<file path="src/rtl/spmbc_defs.vh">
// register offsets, field positions and reset values of the buffered spi master
`ifndef SPMBC_DEFS_VH
`define SPMBC_DEFS_VH

`define SPMBC_OFF_STATUS      12'h000
`define SPMBC_OFF_COMMAND     12'h008
`define SPMBC_OFF_RX_BUF      12'h00c
`define SPMBC_OFF_RX_CRC      12'h010
`define SPMBC_OFF_TX_BUF      12'h014
`define SPMBC_OFF_TX_CRC      12'h018
`define SPMBC_OFF_CRC_RES     12'h01c
`define SPMBC_OFF_THRESH      12'h020
`define SPMBC_OFF_MAP         12'h02c
`define SPMBC_OFF_FLAGS       12'h034
`define SPMBC_OFF_FLAG_CLR    12'h038

`define SPMBC_CMD_RX_GO       0
`define SPMBC_CMD_RX_SEED     1
`define SPMBC_CMD_TX_GO       2
`define SPMBC_CMD_TX_SEED     3

`define SPMBC_LEN_LSB         14
`define SPMBC_ADDR_LSB        0
`define SPMBC_SKIP_LSB        8
`define SPMBC_SEED_LSB        0
`define SPMBC_APPEND_BIT      17
`define SPMBC_CRC_TX_LSB      8
`define SPMBC_CRC_RX_LSB      0
`define SPMBC_REG_START_LSB   16
`define SPMBC_REG_SIZE_LSB    0
`define SPMBC_FLAG_WL_BIT     2

`define SPMBC_RST_SKIP        9'h001
`define SPMBC_RST_SEED        8'hff
`define SPMBC_RST_CRC         8'hff
`define SPMBC_RST_APPEND      1'b1
`define SPMBC_RST_SIZE        14'h2fff

`define SPMBC_RAM_BASE        32'h0010_0000
`define SPMBC_CRC_POLY        8'h07
`define SPMBC_RX_FILL         8'hff

`endif

</file>
<file path="src/rtl/spmbc_fifo.v">
// synchronous valid/ready fifo with registered read data
module spmbc_fifo #(
	parameter WIDTH = 8,
	parameter DEPTH = 16,
	parameter AW    = 4
) (
	input  wire             pclk,
	input  wire             presetn,
	input  wire             flush,
	input  wire             in_valid,
	output wire             in_ready,
	input  wire [WIDTH-1:0] in_data,
	output reg              out_valid,
	input  wire             out_ready,
	output reg  [WIDTH-1:0] out_data
);
	reg [WIDTH-1:0] mem_r [0:DEPTH-1];
	reg [AW-1:0]    wp_r;
	reg [AW-1:0]    rp_r;
	reg [AW:0]      cnt_r;
	wire            push;
	wire            pop;
	wire            load;

	assign in_ready = (cnt_r != DEPTH[AW:0]);
	assign push     = in_valid & in_ready;
	// output register refills whenever it is empty or being taken
	assign pop      = (cnt_r != {(AW+1){1'b0}}) & (~out_valid | out_ready);
	assign load     = pop;

	always @(posedge pclk) begin
		if (push)
			mem_r[wp_r] <= in_data;
	end

	always @(posedge pclk or negedge presetn) begin
		if (!presetn) begin
			wp_r      <= {AW{1'b0}};
			rp_r      <= {AW{1'b0}};
			cnt_r     <= {(AW+1){1'b0}};
			out_valid <= 1'b0;
			out_data  <= {WIDTH{1'b0}};
		end else if (flush) begin
			wp_r      <= {AW{1'b0}};
			rp_r      <= {AW{1'b0}};
			cnt_r     <= {(AW+1){1'b0}};
			out_valid <= 1'b0;
		end else begin
			if (push)
				wp_r <= wp_r + 1'b1;
			if (load) begin
				rp_r      <= rp_r + 1'b1;
				out_data  <= mem_r[rp_r];
				out_valid <= 1'b1;
			end else if (out_ready)
				out_valid <= 1'b0;
			cnt_r <= cnt_r + {{AW{1'b0}}, push} - {{AW{1'b0}}, load};
		end
	end
endmodule // spmbc_fifo

</file>
<file path="src/rtl/spmbc_top.v">
// transfer control of the ram-buffered spi master: registers, dma, crc, shifter
//
// Summary of operation
// - writing one to send-go starts a transmit; bit reads back zero
// - writing one to receive-go with send-go zero starts a receive; bit reads back zero
// - transmit seed command loads transmit crc from the transmit seed
// - receive seed command loads receive crc from the receive seed
// - transmit count 1 to 511; zero only with crc append enabled
// - append bit (reset one) sends crc after payload; zero count sends only crc
// - leading bytes given by skip field, reset one, stay out of the crc
// - eight-bit seeds reset to ff and apply only on seed command
// - read-only crc result: transmit in 15:8, receive in 7:0, reset ff
// - byte count in frame reaching nonzero threshold raises the level event
// - every ram access address is ram base plus region start plus buffer address and byte index
// - start commands are ignored while either direction is busy
// - level event sets flag bit 2; writing one clears it, zero no effect
`include "spmbc_defs.vh"
module spmbc_top #(
	parameter FIFO_DEPTH = 16,
	parameter FIFO_AW    = 4
) (
	input  wire        pclk,
	input  wire        presetn,
	input  wire        psel,
	input  wire        penable,
	input  wire        pwrite,
	input  wire [11:0] paddr,
	input  wire [31:0] pwdata,
	output reg  [31:0] prdata,
	output reg         pready,
	output reg         pslverr,
	output reg         mem_req,
	output reg         mem_we,
	output reg  [31:0] mem_addr,
	output reg  [7:0]  mem_wdata,
	input  wire [7:0]  mem_rdata,
	input  wire        mem_ack,
	input  wire        spi_sck,
	input  wire        spi_miso,
	output reg         spi_mosi,
	output reg         spi_ss_n,
	output reg         send_busy_flag,
	output reg         recv_busy_flag,
	output reg         level_flag
);
	// one byte through the crc, eight serial steps, msb first
	function [7:0] crc8_byte;
		input [7:0] crc;
		input [7:0] data;
		integer     i;
		reg [7:0]   c;
		begin
			c = crc;
			for (i = 7; i >= 0; i = i - 1)
				c = {c[6:0], 1'b0} ^
				    ((c[7] ^ data[i]) ? `SPMBC_CRC_POLY : 8'h00);
			crc8_byte = c;
		end
	endfunction

	reg  [8:0]  rx_len_r;
	reg  [13:0] rx_addr_r;
	reg  [8:0]  rx_skip_r;
	reg  [7:0]  rx_seed_r;
	reg  [8:0]  tx_len_r;
	reg  [13:0] tx_addr_r;
	reg         send_crc_append;
	reg  [8:0]  tx_skip_r;
	reg  [7:0]  tx_seed_r;
	reg  [7:0]  send_crc_current;
	reg  [7:0]  recv_crc_current;
	reg  [8:0]  byte_threshold_level;
	reg  [13:0] region_start_r;
	reg  [13:0] region_size_r;
	reg  [8:0]  fidx_r, sidx_r;
	reg         stg_valid_r;
	reg  [7:0]  stg_data_r;
	reg         sh_act_r;
	reg  [2:0]  bitc_r;
	reg  [7:0]  sh_r;
	reg  [7:0]  tx_byte_r;
	reg         crc_phase_r, crc_done_r;
	reg         sck_s1_r, sck_s2_r, sck_s3_r;
	reg         miso_s1_r, miso_s2_r;
	wire        wr_en, rd_setup, busy;
	wire        sck_rise, sck_fall;
	wire [7:0]  rx_byte, fifo_in_data, fifo_out_data;
	wire        fifo_in_ready, fifo_out_valid, fifo_out_ready;
	wire        tx_load, crc_load, rx_load;
	wire        byte_done, store_pop, lvl_hit;
	wire [13:0] buf_addr;
	reg  [31:0] rdata_nxt;
	reg         err_nxt;

	assign wr_en    = psel & penable & pwrite & pready;
	assign rd_setup = psel & ~penable & ~pready;
	assign busy     = send_busy_flag | recv_busy_flag;
	assign sck_rise = sck_s2_r & ~sck_s3_r;
	assign sck_fall = ~sck_s2_r & sck_s3_r;
	assign rx_byte  = {sh_r[6:0], miso_s2_r};
	assign byte_done = sh_act_r & sck_rise & (bitc_r == 3'd7);
	assign lvl_hit   = byte_done & ~crc_phase_r &
	                   (byte_threshold_level != 9'h000) &
	                   (sidx_r + 9'd1 == byte_threshold_level);
	// shifter stalls on an empty fifo (send) or a full staging slot (receive)
	assign tx_load  = send_busy_flag & ~sh_act_r & (sidx_r < tx_len_r) &
	                  fifo_out_valid;
	assign crc_load = send_busy_flag & ~sh_act_r & (sidx_r == tx_len_r) &
	                  send_crc_append & ~crc_done_r;
	assign rx_load  = recv_busy_flag & ~sh_act_r & (sidx_r < rx_len_r) &
	                  ~stg_valid_r & ~byte_done;
	assign store_pop = recv_busy_flag & ~mem_req & fifo_out_valid;
	assign fifo_out_ready = send_busy_flag ? tx_load : store_pop;
	assign fifo_in_data   = stg_data_r;
	assign buf_addr = send_busy_flag ? tx_addr_r : rx_addr_r;

	spmbc_fifo #(
		.WIDTH (8),
		.DEPTH (FIFO_DEPTH),
		.AW    (FIFO_AW)
	) u_fifo (
		.pclk      (pclk),
		.presetn   (presetn),
		.flush     (~busy),
		.in_valid  (stg_valid_r),
		.in_ready  (fifo_in_ready),
		.in_data   (fifo_in_data),
		.out_valid (fifo_out_valid),
		.out_ready (fifo_out_ready),
		.out_data  (fifo_out_data)
	);

	always @* begin
		rdata_nxt = 32'h0000_0000;
		err_nxt   = 1'b0;
		case (paddr)
		`SPMBC_OFF_STATUS:
			rdata_nxt = {30'h0, send_busy_flag, recv_busy_flag};
		`SPMBC_OFF_COMMAND:
			rdata_nxt = 32'h0000_0000;
		`SPMBC_OFF_RX_BUF:
			rdata_nxt = {9'h0, rx_len_r, rx_addr_r};
		`SPMBC_OFF_RX_CRC:
			rdata_nxt = {15'h0, rx_skip_r, rx_seed_r};
		`SPMBC_OFF_TX_BUF:
			rdata_nxt = {9'h0, tx_len_r, tx_addr_r};
		`SPMBC_OFF_TX_CRC:
			rdata_nxt = {14'h0, send_crc_append, tx_skip_r, tx_seed_r};
		`SPMBC_OFF_CRC_RES:
			rdata_nxt = {16'h0, send_crc_current, recv_crc_current};
		`SPMBC_OFF_THRESH:
			rdata_nxt = {23'h0, byte_threshold_level};
		`SPMBC_OFF_MAP:
			rdata_nxt = {2'h0, region_start_r, 2'h0, region_size_r};
		`SPMBC_OFF_FLAGS:
			rdata_nxt = {29'h0, level_flag, 2'h0};
		`SPMBC_OFF_FLAG_CLR:
			rdata_nxt = 32'h0000_0000;
		default:
			err_nxt = 1'b1;
		endcase
	end

	// apb answers one cycle after setup: no wait states beyond that
	always @(posedge pclk or negedge presetn) begin
		if (!presetn) begin
			pready  <= 1'b0;
			pslverr <= 1'b0;
			prdata  <= 32'h0000_0000;
		end else if (rd_setup) begin
			pready  <= 1'b1;
			pslverr <= err_nxt;
			prdata  <= pwrite ? 32'h0000_0000 : rdata_nxt;
		end else begin
			pready  <= 1'b0;
			pslverr <= 1'b0;
		end
	end

	// link pins cross into pclk through two flops each; sck takes a third for edge detection
	always @(posedge pclk or negedge presetn) begin
		if (!presetn) begin
			sck_s1_r  <= 1'b0;
			sck_s2_r  <= 1'b0;
			sck_s3_r  <= 1'b0;
			miso_s1_r <= 1'b0;
			miso_s2_r <= 1'b0;
		end else begin
			sck_s1_r  <= spi_sck;
			sck_s2_r  <= sck_s1_r;
			sck_s3_r  <= sck_s2_r;
			miso_s1_r <= spi_miso;
			miso_s2_r <= miso_s1_r;
		end
	end

	// configuration registers
	always @(posedge pclk or negedge presetn) begin
		if (!presetn) begin
			rx_len_r             <= 9'h000;
			rx_addr_r            <= 14'h0000;
			rx_skip_r            <= `SPMBC_RST_SKIP;
			rx_seed_r            <= `SPMBC_RST_SEED;
			tx_len_r             <= 9'h000;
			tx_addr_r            <= 14'h0000;
			send_crc_append      <= `SPMBC_RST_APPEND;
			tx_skip_r            <= `SPMBC_RST_SKIP;
			tx_seed_r            <= `SPMBC_RST_SEED;
			byte_threshold_level <= 9'h000;
			region_start_r       <= 14'h0000;
			region_size_r        <= `SPMBC_RST_SIZE;
		end else if (wr_en) begin
			case (paddr)
			`SPMBC_OFF_RX_BUF: begin
				rx_len_r  <= pwdata[`SPMBC_LEN_LSB +: 9];
				rx_addr_r <= pwdata[`SPMBC_ADDR_LSB +: 14];
			end
			`SPMBC_OFF_RX_CRC: begin
				rx_skip_r <= pwdata[`SPMBC_SKIP_LSB +: 9];
				rx_seed_r <= pwdata[`SPMBC_SEED_LSB +: 8];
			end
			`SPMBC_OFF_TX_BUF: begin
				tx_len_r  <= pwdata[`SPMBC_LEN_LSB +: 9];
				tx_addr_r <= pwdata[`SPMBC_ADDR_LSB +: 14];
			end
			`SPMBC_OFF_TX_CRC: begin
				send_crc_append <= pwdata[`SPMBC_APPEND_BIT];
				tx_skip_r       <= pwdata[`SPMBC_SKIP_LSB +: 9];
				tx_seed_r       <= pwdata[`SPMBC_SEED_LSB +: 8];
			end
			`SPMBC_OFF_THRESH:
				byte_threshold_level <= pwdata[8:0];
			`SPMBC_OFF_MAP: begin
				region_start_r <= pwdata[`SPMBC_REG_START_LSB +: 14];
				region_size_r  <= pwdata[`SPMBC_REG_SIZE_LSB +: 14];
			end
			default: ;
			endcase
		end
	end

	// transfer engine: busy flags, ram side, shifter, crc, level flag
	always @(posedge pclk or negedge presetn) begin
		if (!presetn) begin
			send_busy_flag   <= 1'b0;
			recv_busy_flag   <= 1'b0;
			level_flag       <= 1'b0;
			send_crc_current <= `SPMBC_RST_CRC;
			recv_crc_current <= `SPMBC_RST_CRC;
			fidx_r           <= 9'h000;
			sidx_r           <= 9'h000;
			stg_valid_r      <= 1'b0;
			stg_data_r       <= 8'h00;
			mem_req          <= 1'b0;
			mem_we           <= 1'b0;
			mem_addr         <= 32'h0000_0000;
			mem_wdata        <= 8'h00;
			sh_act_r         <= 1'b0;
			bitc_r           <= 3'd0;
			sh_r             <= 8'h00;
			tx_byte_r        <= 8'h00;
			crc_phase_r      <= 1'b0;
			crc_done_r       <= 1'b0;
			spi_mosi         <= 1'b0;
			spi_ss_n         <= 1'b1;
		end else begin
			spi_ss_n <= ~busy;
			if (stg_valid_r & fifo_in_ready)
				stg_valid_r <= 1'b0;
			// ram side: fetch for send, store for receive
			if (mem_req) begin
				if (mem_ack) begin
					mem_req <= 1'b0;
					fidx_r  <= fidx_r + 9'd1;
					if (!mem_we) begin
						stg_valid_r <= 1'b1;
						stg_data_r  <= mem_rdata;
					end
				end
			end else if (send_busy_flag & ~stg_valid_r &
			             (fidx_r < tx_len_r)) begin
				mem_req  <= 1'b1;
				mem_we   <= 1'b0;
				mem_addr <= `SPMBC_RAM_BASE + {18'h0, region_start_r} +
				            {18'h0, buf_addr} + {23'h0, fidx_r};
			end else if (store_pop) begin
				mem_req   <= 1'b1;
				mem_we    <= 1'b1;
				mem_wdata <= fifo_out_data;
				mem_addr  <= `SPMBC_RAM_BASE + {18'h0, region_start_r} +
				             {18'h0, buf_addr} + {23'h0, fidx_r};
			end
			// shifter: mosi moves on falling sck, miso taken on rising sck
			if (tx_load | crc_load | rx_load) begin
				sh_act_r    <= 1'b1;
				bitc_r      <= 3'd0;
				crc_phase_r <= crc_load;
				sh_r        <= tx_load ? fifo_out_data :
				               crc_load ? send_crc_current : `SPMBC_RX_FILL;
				tx_byte_r   <= fifo_out_data;
				spi_mosi    <= tx_load ? fifo_out_data[7] :
				               crc_load ? send_crc_current[7] : 1'b1;
			end else if (sh_act_r & sck_rise) begin
				sh_r   <= rx_byte;
				bitc_r <= bitc_r + 3'd1;
			end else if (sh_act_r & sck_fall & (bitc_r != 3'd0))
				spi_mosi <= sh_r[7];
			if (byte_done) begin
				sh_act_r <= 1'b0;
				if (crc_phase_r)
					crc_done_r <= 1'b1;
				else begin
					sidx_r <= sidx_r + 9'd1;
					if (lvl_hit)
						level_flag <= 1'b1;
					if (send_busy_flag) begin
						if (sidx_r >= tx_skip_r)
							send_crc_current <=
								crc8_byte(send_crc_current, tx_byte_r);
					end else begin
						stg_valid_r <= 1'b1;
						stg_data_r  <= rx_byte;
						if (sidx_r >= rx_skip_r)
							recv_crc_current <=
								crc8_byte(recv_crc_current, rx_byte);
					end
				end
			end
			// completion; zero count without append simply ends at once
			if (send_busy_flag & ~sh_act_r & (sidx_r == tx_len_r) &
			    (~send_crc_append | crc_done_r))
				send_busy_flag <= 1'b0;
			if (recv_busy_flag & ~mem_req & ~stg_valid_r &
			    (fidx_r == rx_len_r) & ~fifo_out_valid)
				recv_busy_flag <= 1'b0;
			// software commands come last so a seed write wins over an update
			if (wr_en && paddr == `SPMBC_OFF_COMMAND) begin
				if (pwdata[`SPMBC_CMD_TX_SEED])
					send_crc_current <= tx_seed_r;
				if (pwdata[`SPMBC_CMD_RX_SEED])
					recv_crc_current <= rx_seed_r;
				if (!busy) begin
					fidx_r      <= 9'h000;
					sidx_r      <= 9'h000;
					crc_done_r  <= 1'b0;
					stg_valid_r <= 1'b0;
					if (pwdata[`SPMBC_CMD_TX_GO])
						send_busy_flag <= 1'b1;
					else if (pwdata[`SPMBC_CMD_RX_GO])
						recv_busy_flag <= 1'b1;
				end
			end
			// a level event in the clearing cycle keeps the flag set
			if (wr_en && paddr == `SPMBC_OFF_FLAG_CLR &&
			    pwdata[`SPMBC_FLAG_WL_BIT] && !lvl_hit)
				level_flag <= 1'b0;
		end
	end
endmodule // spmbc_top

</file>
<file path="config.mk">
export PLATFORM = sky130hd
export DESIGN_NAME = spmbc_top
export DESIGN_NICKNAME = d
export VERILOG_FILES = /design/src/rtl/spmbc_fifo.v /design/src/rtl/spmbc_top.v
export VERILOG_INCLUDE_DIRS = /design/src /design/src/rtl
export SDC_FILE = /design/constraint.sdc
export NUM_CORES = 1
export LEC_CHECK = 0
export ABC_AREA = 1
export ABC_CLOCK_PERIOD_IN_PS = 4900
export BUFFER_PORTS_ARGS = -buffer_cell sky130_fd_sc_hd__buf_2
export CORE_UTILIZATION = 40
export CTS_CLUSTER_DIAMETER = 50
export DETAILED_ROUTE_END_ITERATION = 12
export GPL_ROUTABILITY_DRIVEN = 0
export PLACE_DENSITY = 0.6
export SLEW_MARGIN = 20
export SYNTH_ARGS = -nofsm -noshare
export SYNTH_HDL_FRONTEND = slang
export SYNTH_SLANG_ARGS = --single-unit
</file>
<file path="constraint.sdc">
create_clock -name pclk -period 4.9 [get_ports pclk]
set_input_delay 0.245 -clock pclk [delete_from_list [all_inputs] [get_ports pclk]]
set_output_delay 0.245 -clock pclk [all_outputs]
set_load 0.05 [all_outputs]
</file>
**Yosys cells after proc, flatten, opt, wreduce, memory -nomap -nowiden**

Memory sizes are Yosys's and may differ from the RTL's. A register that Yosys moved wholly into a read port is not among the register bits.
Index checks and enable logic that the tools add are counted.

- Output and inout bits: 81
- Bits of input ports: 60
- Memories: 1
- Bits in writable memories: 128
- Logic and storage cells: 300
- Flip-flop bits (word level): 283

- Add/sub/neg operators: 10
- Multiplexer cells: 106
- Reduce and logical (&&, ||, !) cells: 28
- Bitwise logic cells: 85
- Magnitude comparators: 5
- Eq/ne operators: 20

Memories:

| name | depth | width | read ports | clocked after memory_dff | write ports | RTL line | source |
|---|---|---|---|---|---|---|---|
| u_fifo.mem_r | 16 | 8 | 1 | 1 | 1 | spmbc_fifo.v:17 | `reg [WIDTH-1:0] mem_r [0:DEPTH-1];` |

Operator list:

| kind | count |
|---|---|
| case mux 30 bit (9 select lines) | 1 |
| two-way mux 8 bit | 22 |
| bitwise XOR 8 x 3 -> 8 bit | 16 |
| two-way mux 32 bit | 3 |
| two-way mux 9 bit | 8 |
| two-way mux 3 bit | 18 |
| equality test 12 x 5 -> 1 bit, second input constant | 4 |
| equality test 12 x 6 -> 1 bit, second input constant | 4 |
| two-way mux 1 bit | 48 |
| AND 1 bit | 34 |
| equality test 9 bit | 3 |
| < comparator 9 bit | 3 |
| adder 23 x 9 -> 24 bit | 1 |
| equality test 12 x 4 -> 1 bit, second input constant | 2 |
| adder 22 x 14 -> 23 bit | 1 |
| adder 21 x 14 -> 22 bit, first input constant | 1 |
| adder 9 x 1 -> 9 bit, second input constant | 2 |
| >= comparator 9 bit | 2 |
| AND reduction 2 bit | 9 |
| two-way mux 4 bit | 4 |
| bitwise XOR 1 bit | 16 |
| two-way mux 14 bit | 1 |
| NOT 1 bit | 14 |
| zero test 12 bit | 1 |
| 18 further kinds | 36 |

**Depth between registers and ports, before layout**

- Word-level depth: 30
- Gate-level depth with buffers: 22
- Gate-level depth less buffers: 22

**Modules after synthesis**

A second synthesis with hierarchy kept.

- Cells, all modules: 2,586
- Area total of the unflattened synthesis: 21,421.8 sq um

Modules (own cells, without submodules):

| module | sequential area each (sq um) | area an instance (sq um) | cells an instance | instances |
|---|---|---|---|---|
| spmbc_top | 6,367.4 | 14,704.1 | 1,916 | 1 |
| spmbc_fifo | 4,394.2 | 6,717.7 | 670 | 1 |

**Least setup slack after synthesis**

Ideal clock, no wire load.

- Kind: reg-to-reg
- From: register send_busy_flag
- To: register mem_addr[11]
- Required time: 4.782 ns
- Period minus slack after synthesis: 3.206 ns
- Arrival: 3.088 ns
- Stages on the path, launching flop included: 17
- Setup slack: 1.694 ns
- Setup time: 0.118 ns
- Buffers on the path: 2
- Cells stage by stage: dfrtp_1 > clkbuf_1 > clkbuf_1 > o21ai_0 > fa_1 > inv_1 > ha_1 > inv_1 > fa_1 > nand3b_1 > nand2_1 > nand2_1 > nand2_1 > a21oi_1 > xnor2_1 > nand2_1 > nand2_1

- Word-level cells in the longest chain between the ends: 5
- Elaborated cells between the ends (all ways): 9
- Those cells by class: add/sub: 2; mux: 3; bitwise: 2; reduce/logical: 2

RTL lines:

| what | RTL line | source |
|---|---|---|
| from (decl) | spmbc_top.v:42 | `output reg send_busy_flag,` |
| from (signal assigned) | spmbc_top.v:245 | `send_busy_flag <= 1'b0;` |
| from (signal assigned) | spmbc_top.v:332 | `send_busy_flag <= 1'b0;` |
| from (signal assigned) | spmbc_top.v:348 | `send_busy_flag <= 1'b1;` |
| two-way mux 14 bit | spmbc_top.v:115 | `assign buf_addr = send_busy_flag ? tx_addr_r : rx_addr_r;` |
| adder 22 x 14 -> 23 bit (no source line) | - |  |
| adder 23 x 9 -> 24 bit (no source line) | - |  |
| two-way mux 32 bit | spmbc_top.v:286 | `end else if (store_pop) begin` |
| two-way mux 32 bit | spmbc_top.v:280 | `end else if (send_busy_flag & ~stg_valid_r &` |
| to (signal assigned) | spmbc_top.v:284 | `` mem_addr <= `SPMBC_RAM_BASE + {18'h0, region_start_r} + `` |
| to (signal assigned) | spmbc_top.v:290 | `` mem_addr <= `SPMBC_RAM_BASE + {18'h0, region_start_r} + `` |
| to (decl) | spmbc_top.v:34 | `output reg [31:0] mem_addr,` |

Several ways; a longest one is shown, not always the timed one. The select of a mux whose other input is x is not followed.
A chain may end at the register's enable or synchronous reset.

**Worst setup path after layout**

- From: register send_busy_flag
- To: register u_fifo.cnt_r[4]

- Word-level cells in the longest chain between the ends: 8
- Elaborated cells between the ends (all ways): 9
- Those cells by class: add/sub: 1; mux: 2; bitwise: 6

RTL lines:

| what | RTL line | source |
|---|---|---|
| AND 1 bit (3 in series) | spmbc_top.v:106 | `assign tx_load = send_busy_flag & ~sh_act_r & (sidx_r < tx_len_r) &` |
| two-way mux 1 bit | spmbc_top.v:113 | `assign fifo_out_ready = send_busy_flag ? tx_load : store_pop;` |
| OR 1 bit | spmbc_fifo.v:28 | `assign pop = (cnt_r != {(AW+1){1'b0}}) & (~out_valid \| out_ready);` |
| AND 1 bit | spmbc_fifo.v:28 |  |
| subtractor 5 x 1 -> 5 bit | spmbc_fifo.v:57 | `cnt_r <= cnt_r + {{AW{1'b0}}, push} - {{AW{1'b0}}, load};` |
| two-way mux 5 bit * | spmbc_fifo.v:43 | `end else if (flush) begin` |
| to (signal assigned) | spmbc_fifo.v:40 | `cnt_r <= {(AW+1){1'b0}};` |
| to (signal assigned) | spmbc_fifo.v:46 | `cnt_r <= {(AW+1){1'b0}};` |
| to (signal assigned) | spmbc_fifo.v:57 |  |
| to (decl) | spmbc_fifo.v:20 | `reg [AW:0] cnt_r;` |

Every way passes the cells marked *; elsewhere a longest branch is shown, timed or not.

==> impl_metrics.yaml <==
global_route:
  grt_usage_pct: 22.5
  grt_max_degree: 117
  antenna_found_initial: 0
  grt-ovfl-total: 0
  first_global_vias: 16500
  grt_pass1_wl_mm: 93.3
critical_path:
  cpMaxStageDelayCell: "dfrtp_1"
  crit_chain: "buf_4 > inv_2 > nor2_2 > nand4_1 > o211ai_2 > nand2_1 > inv_1 > ha_1 > inv_1 > ha_1 > inv_1 > fa_1 > inv_1 > nand2_1 > a21oi_1 > nor2_1 > xor2_1 > nor2_1"
  end_kind: "flop"
  cp-start-kind: "flop"
  crit_arrival_ns: 4.11
  crit_type: "flop to flop"
  crit_top_cell: "inv_1"
  cp_max_fo: 18
  slowest_delay_ns: 0.78
  crit_required_ns: 5.34
cts:
  cts_buffers: 50
  clkSinkCount: 402
  cts_setup_buffers: 0
  cts_tree: "yes"
  cts_root_buf: "clkbuf_16"
  cts_max_path_buffers: 3
  cts_resized: 0
  clk_pin_slew_ns: 0.06
  clock_latency_ns: 0.59
  h-tree-depth: 2
  cts_hold_buf: 31
floorplanning:
  pin_count: 141
  design.core.area_um2: 51600
  die_h_um: 231
  die-width_um: 231
  rows: 83
  fp.dieArea_um2: 53400
  initial_core_util_pct: 40.7
routing:
  wirelength_mm: 59.3
  routed_via_density: 5.12
  vias: 16800
  ant_nets: 0
  wl_per_cell_um: 18.1
  drt_first_pass_iters: 6
  drt_iter0_drc: 1303
  drc_errors: 0
final_layout:
  fillers: 4981
  synthToLayoutAreaGrowth_pct: 14.9
  nets: 2708
  final_common_cell: "nand2_1"
  drive_above_1_share_pct: 13.8
  layoutNonFillerInstCount: 3282
  mostFrequentLayoutCells: "nand2_1, inv_1, dfrtp_1, o21ai_0, nor2_1"
  antenna_cells: 0
placement:
  dp_cells: 3157
  dpl.hpwl_mm: 42.7
  port_buffers: 121
sta:
  worst_pin_slew_ns: 1.07
  final_max_slew_viol_count: 0
  fin_skew_ns: 0.0207
  tns_ns: 0
  fin_crit_sh_pct: 74.8
  fin_crit_ns: 3.67
  hold_viol_final: 0
  setup_violations: 0
  relSlewSlack_pct: 28.3
  rsz0062_at_grt: "no"
  fmax_ghz: 0.273
min_path:
  min_path_type: "input pin to flop"
logic_synthesis:
  yosys-top-cells-area: "dfrtp_1, edfxtp_1, nand2_1"
  synthMuxAreaShare_pct: 1.51
  yosysTopAreaCellShare_pct: 26.8
  yosysWarnings: 0
  ys_async_sr_fraction_pct: 68.2
  synth_cell_types: 56
  synth_top_family_by_area: "simple AND/OR/NAND/NOR gates"
  synthSimpleGateAreaFrac_pct: 23.0
  synthAdderAreaFrac_pct: 5.63
  yosysSeqAreaShare_pct: 51.2
  yosys.area.top_type: "dfrtp_1"
  synthFlopType: "dfrtp_1"
  syn_area_per_cell_um2: 8.69
  synth-compound-area-share_pct: 9.34
  synthCells: 2419
  synth_edf_count: 128
  ys_ff_latch: 402
  syn_area_um2: 21000
  synthXorXnorAreaFrac_pct: 2.46
power:
  powerDensity_nw_per_um2: 398
  ir_drop_mv: 0.250
  p_leak_nw: 11.1
status:
  status: "complete, no violations"
run:
  maxCapViolCount: 0
-- state kept, by name, summed over array words and instances, names as in the netlist, 14 cells and up --
signal,flops
mem_addr,17
tx_addr_r,14
rx_addr_r,14
region_size_r,14
u_fifo.mem_r,128
prdata,30
region_start_r,14
-- stage by stage --
| stage | util, % | cell area (µm²) | setup WS, ns | hold WS [ns] | power, mW |
|---|---|---|---|---|---|
| 2_1_floorplan | - | 21100 | 1.69 | -0.0506 | 5.36 |
| 3_3_place_gp | 42.9 | 22200 | 1.38 | 0.334 | 5.88 |
| 3_5_place_dp | 42.9 | 22200 | 1.27 | 0.341 | 5.94 |
| 4_1_cts | 46.8 | 24100 | 1.24 | 0.00885 | 9.69 |
| 5_1_grt | 46.8 | 24100 | 0.898 | 0.0307 | 10.1 |
| 6_report | 46.8 | 24100 | 1.23 | 0.0264 | 9.61 |
-- Yosys cell counts (3+ instances only) --
cell	count
nor2_1	156
or2_2	13
o21bai_1	3
nand4_1	30
nor2_2	12
o211ai_1	10
o21ai_1	12
o22ai_1	31
a21oi_1	50
nor3_2	5
edfxtp_1	128
mux2_1	4
a211oi_1	6
dfstp_2	49
o21a_1	4
inv_1	240
o221ai_1	5
o21ai_0	197
mux2_2	10
nand3_2	5
xor2_1	27
buf_4	23
buf_2	23
nor3_1	3
xnor2_1	32
mux2i_1	16
fa_1	11
buf_6	3
a31oi_1	5
dfrtp_1	225
ha_1	77
nand3_1	153
nand3b_1	4
clkbuf_1	39
inv_2	13
clkinv_1	5
o21ai_2	15
nand2_1	745
nand2_2	9
-- worst paths after layout --
kind                                     start              end  slack [ns]  depth (start not counted)
worst max register to register  send_busy_flag  u_fifo.cnt_r[4]        1.23                         18
worst max-delay path            send_busy_flag  u_fifo.cnt_r[4]        1.23                         18
max in group asynchronous              presetn     tx_addr_r[0]        3.32                          3
worst min-delay path                 pwdata[6]     tx_seed_r[6]        0.03                          3
worst min register to register        sck_s1_r         sck_s2_r        0.36                          0
min in group asynchronous              presetn        prdata[6]        0.28                          2
-- report_power, final --
| part | internal (mW) | switching, mW | total, mW | leakage (nW) |
|---|---|---|---|---|
| Combinational | 0.489 | 1.13 | 1.62 | 5.77 |
| Clock | 2.20 | 1.51 | 3.71 | 0.812 |
| Sequential | 3.88 | 0.395 | 4.28 | 4.57 |
-- final cells by class --
| class | count | area [µm²] | share of cell area [%] |
|---|---|---|---|
| Tap cell | 680 | 851 | 3.52 |
| Multi-Input combinational cell | 1686 | 8870 | 36.7 |
| Inverter | 259 | 973 | 4.03 |
| Clock inverter | 31 | 320 | 1.33 |
| Timing Repair Buffer | 161 | 1010 | 4.17 |
| Sequential cell | 402 | 10800 | 44.6 |
| Clock buffer | 63 | 1360 | 5.64 |
-- metal layers --
metal	vias up	track usage (%)	share of wire [%]
met5	-	0	0
met4	0	9.64	4.0
met3	126	3.53	6.1
met2	554	37.1	48
met1	7934	29.4	42
li1	8185	-	-
-- cells by family after synthesis --
| kind of cell | count (synthesis) |
|---|---|
| flops | 402 |
| fa+ha+maj | 88 |
| xor+xnor | 59 |
| simple gates | 1145 |
| buf+inv | 347 |
| compound gates | 347 |
| other cells | 1 |
| mux | 30 |
-- worst max-delay path, delay by kind of cell, from the launching register on --
| kind | cells | cell delay (ns) |
|---|---|---|
| simple gates | 6 | 0.71 |
| flops | 1 | 0.78 |
| xor+xnor | 1 | 0.14 |
| compound gates | 2 | 0.30 |
| buf+inv | 6 | 0.80 |
| fa+ha+maj | 3 | 0.78 |
Power figures use the tool's default switching activity.
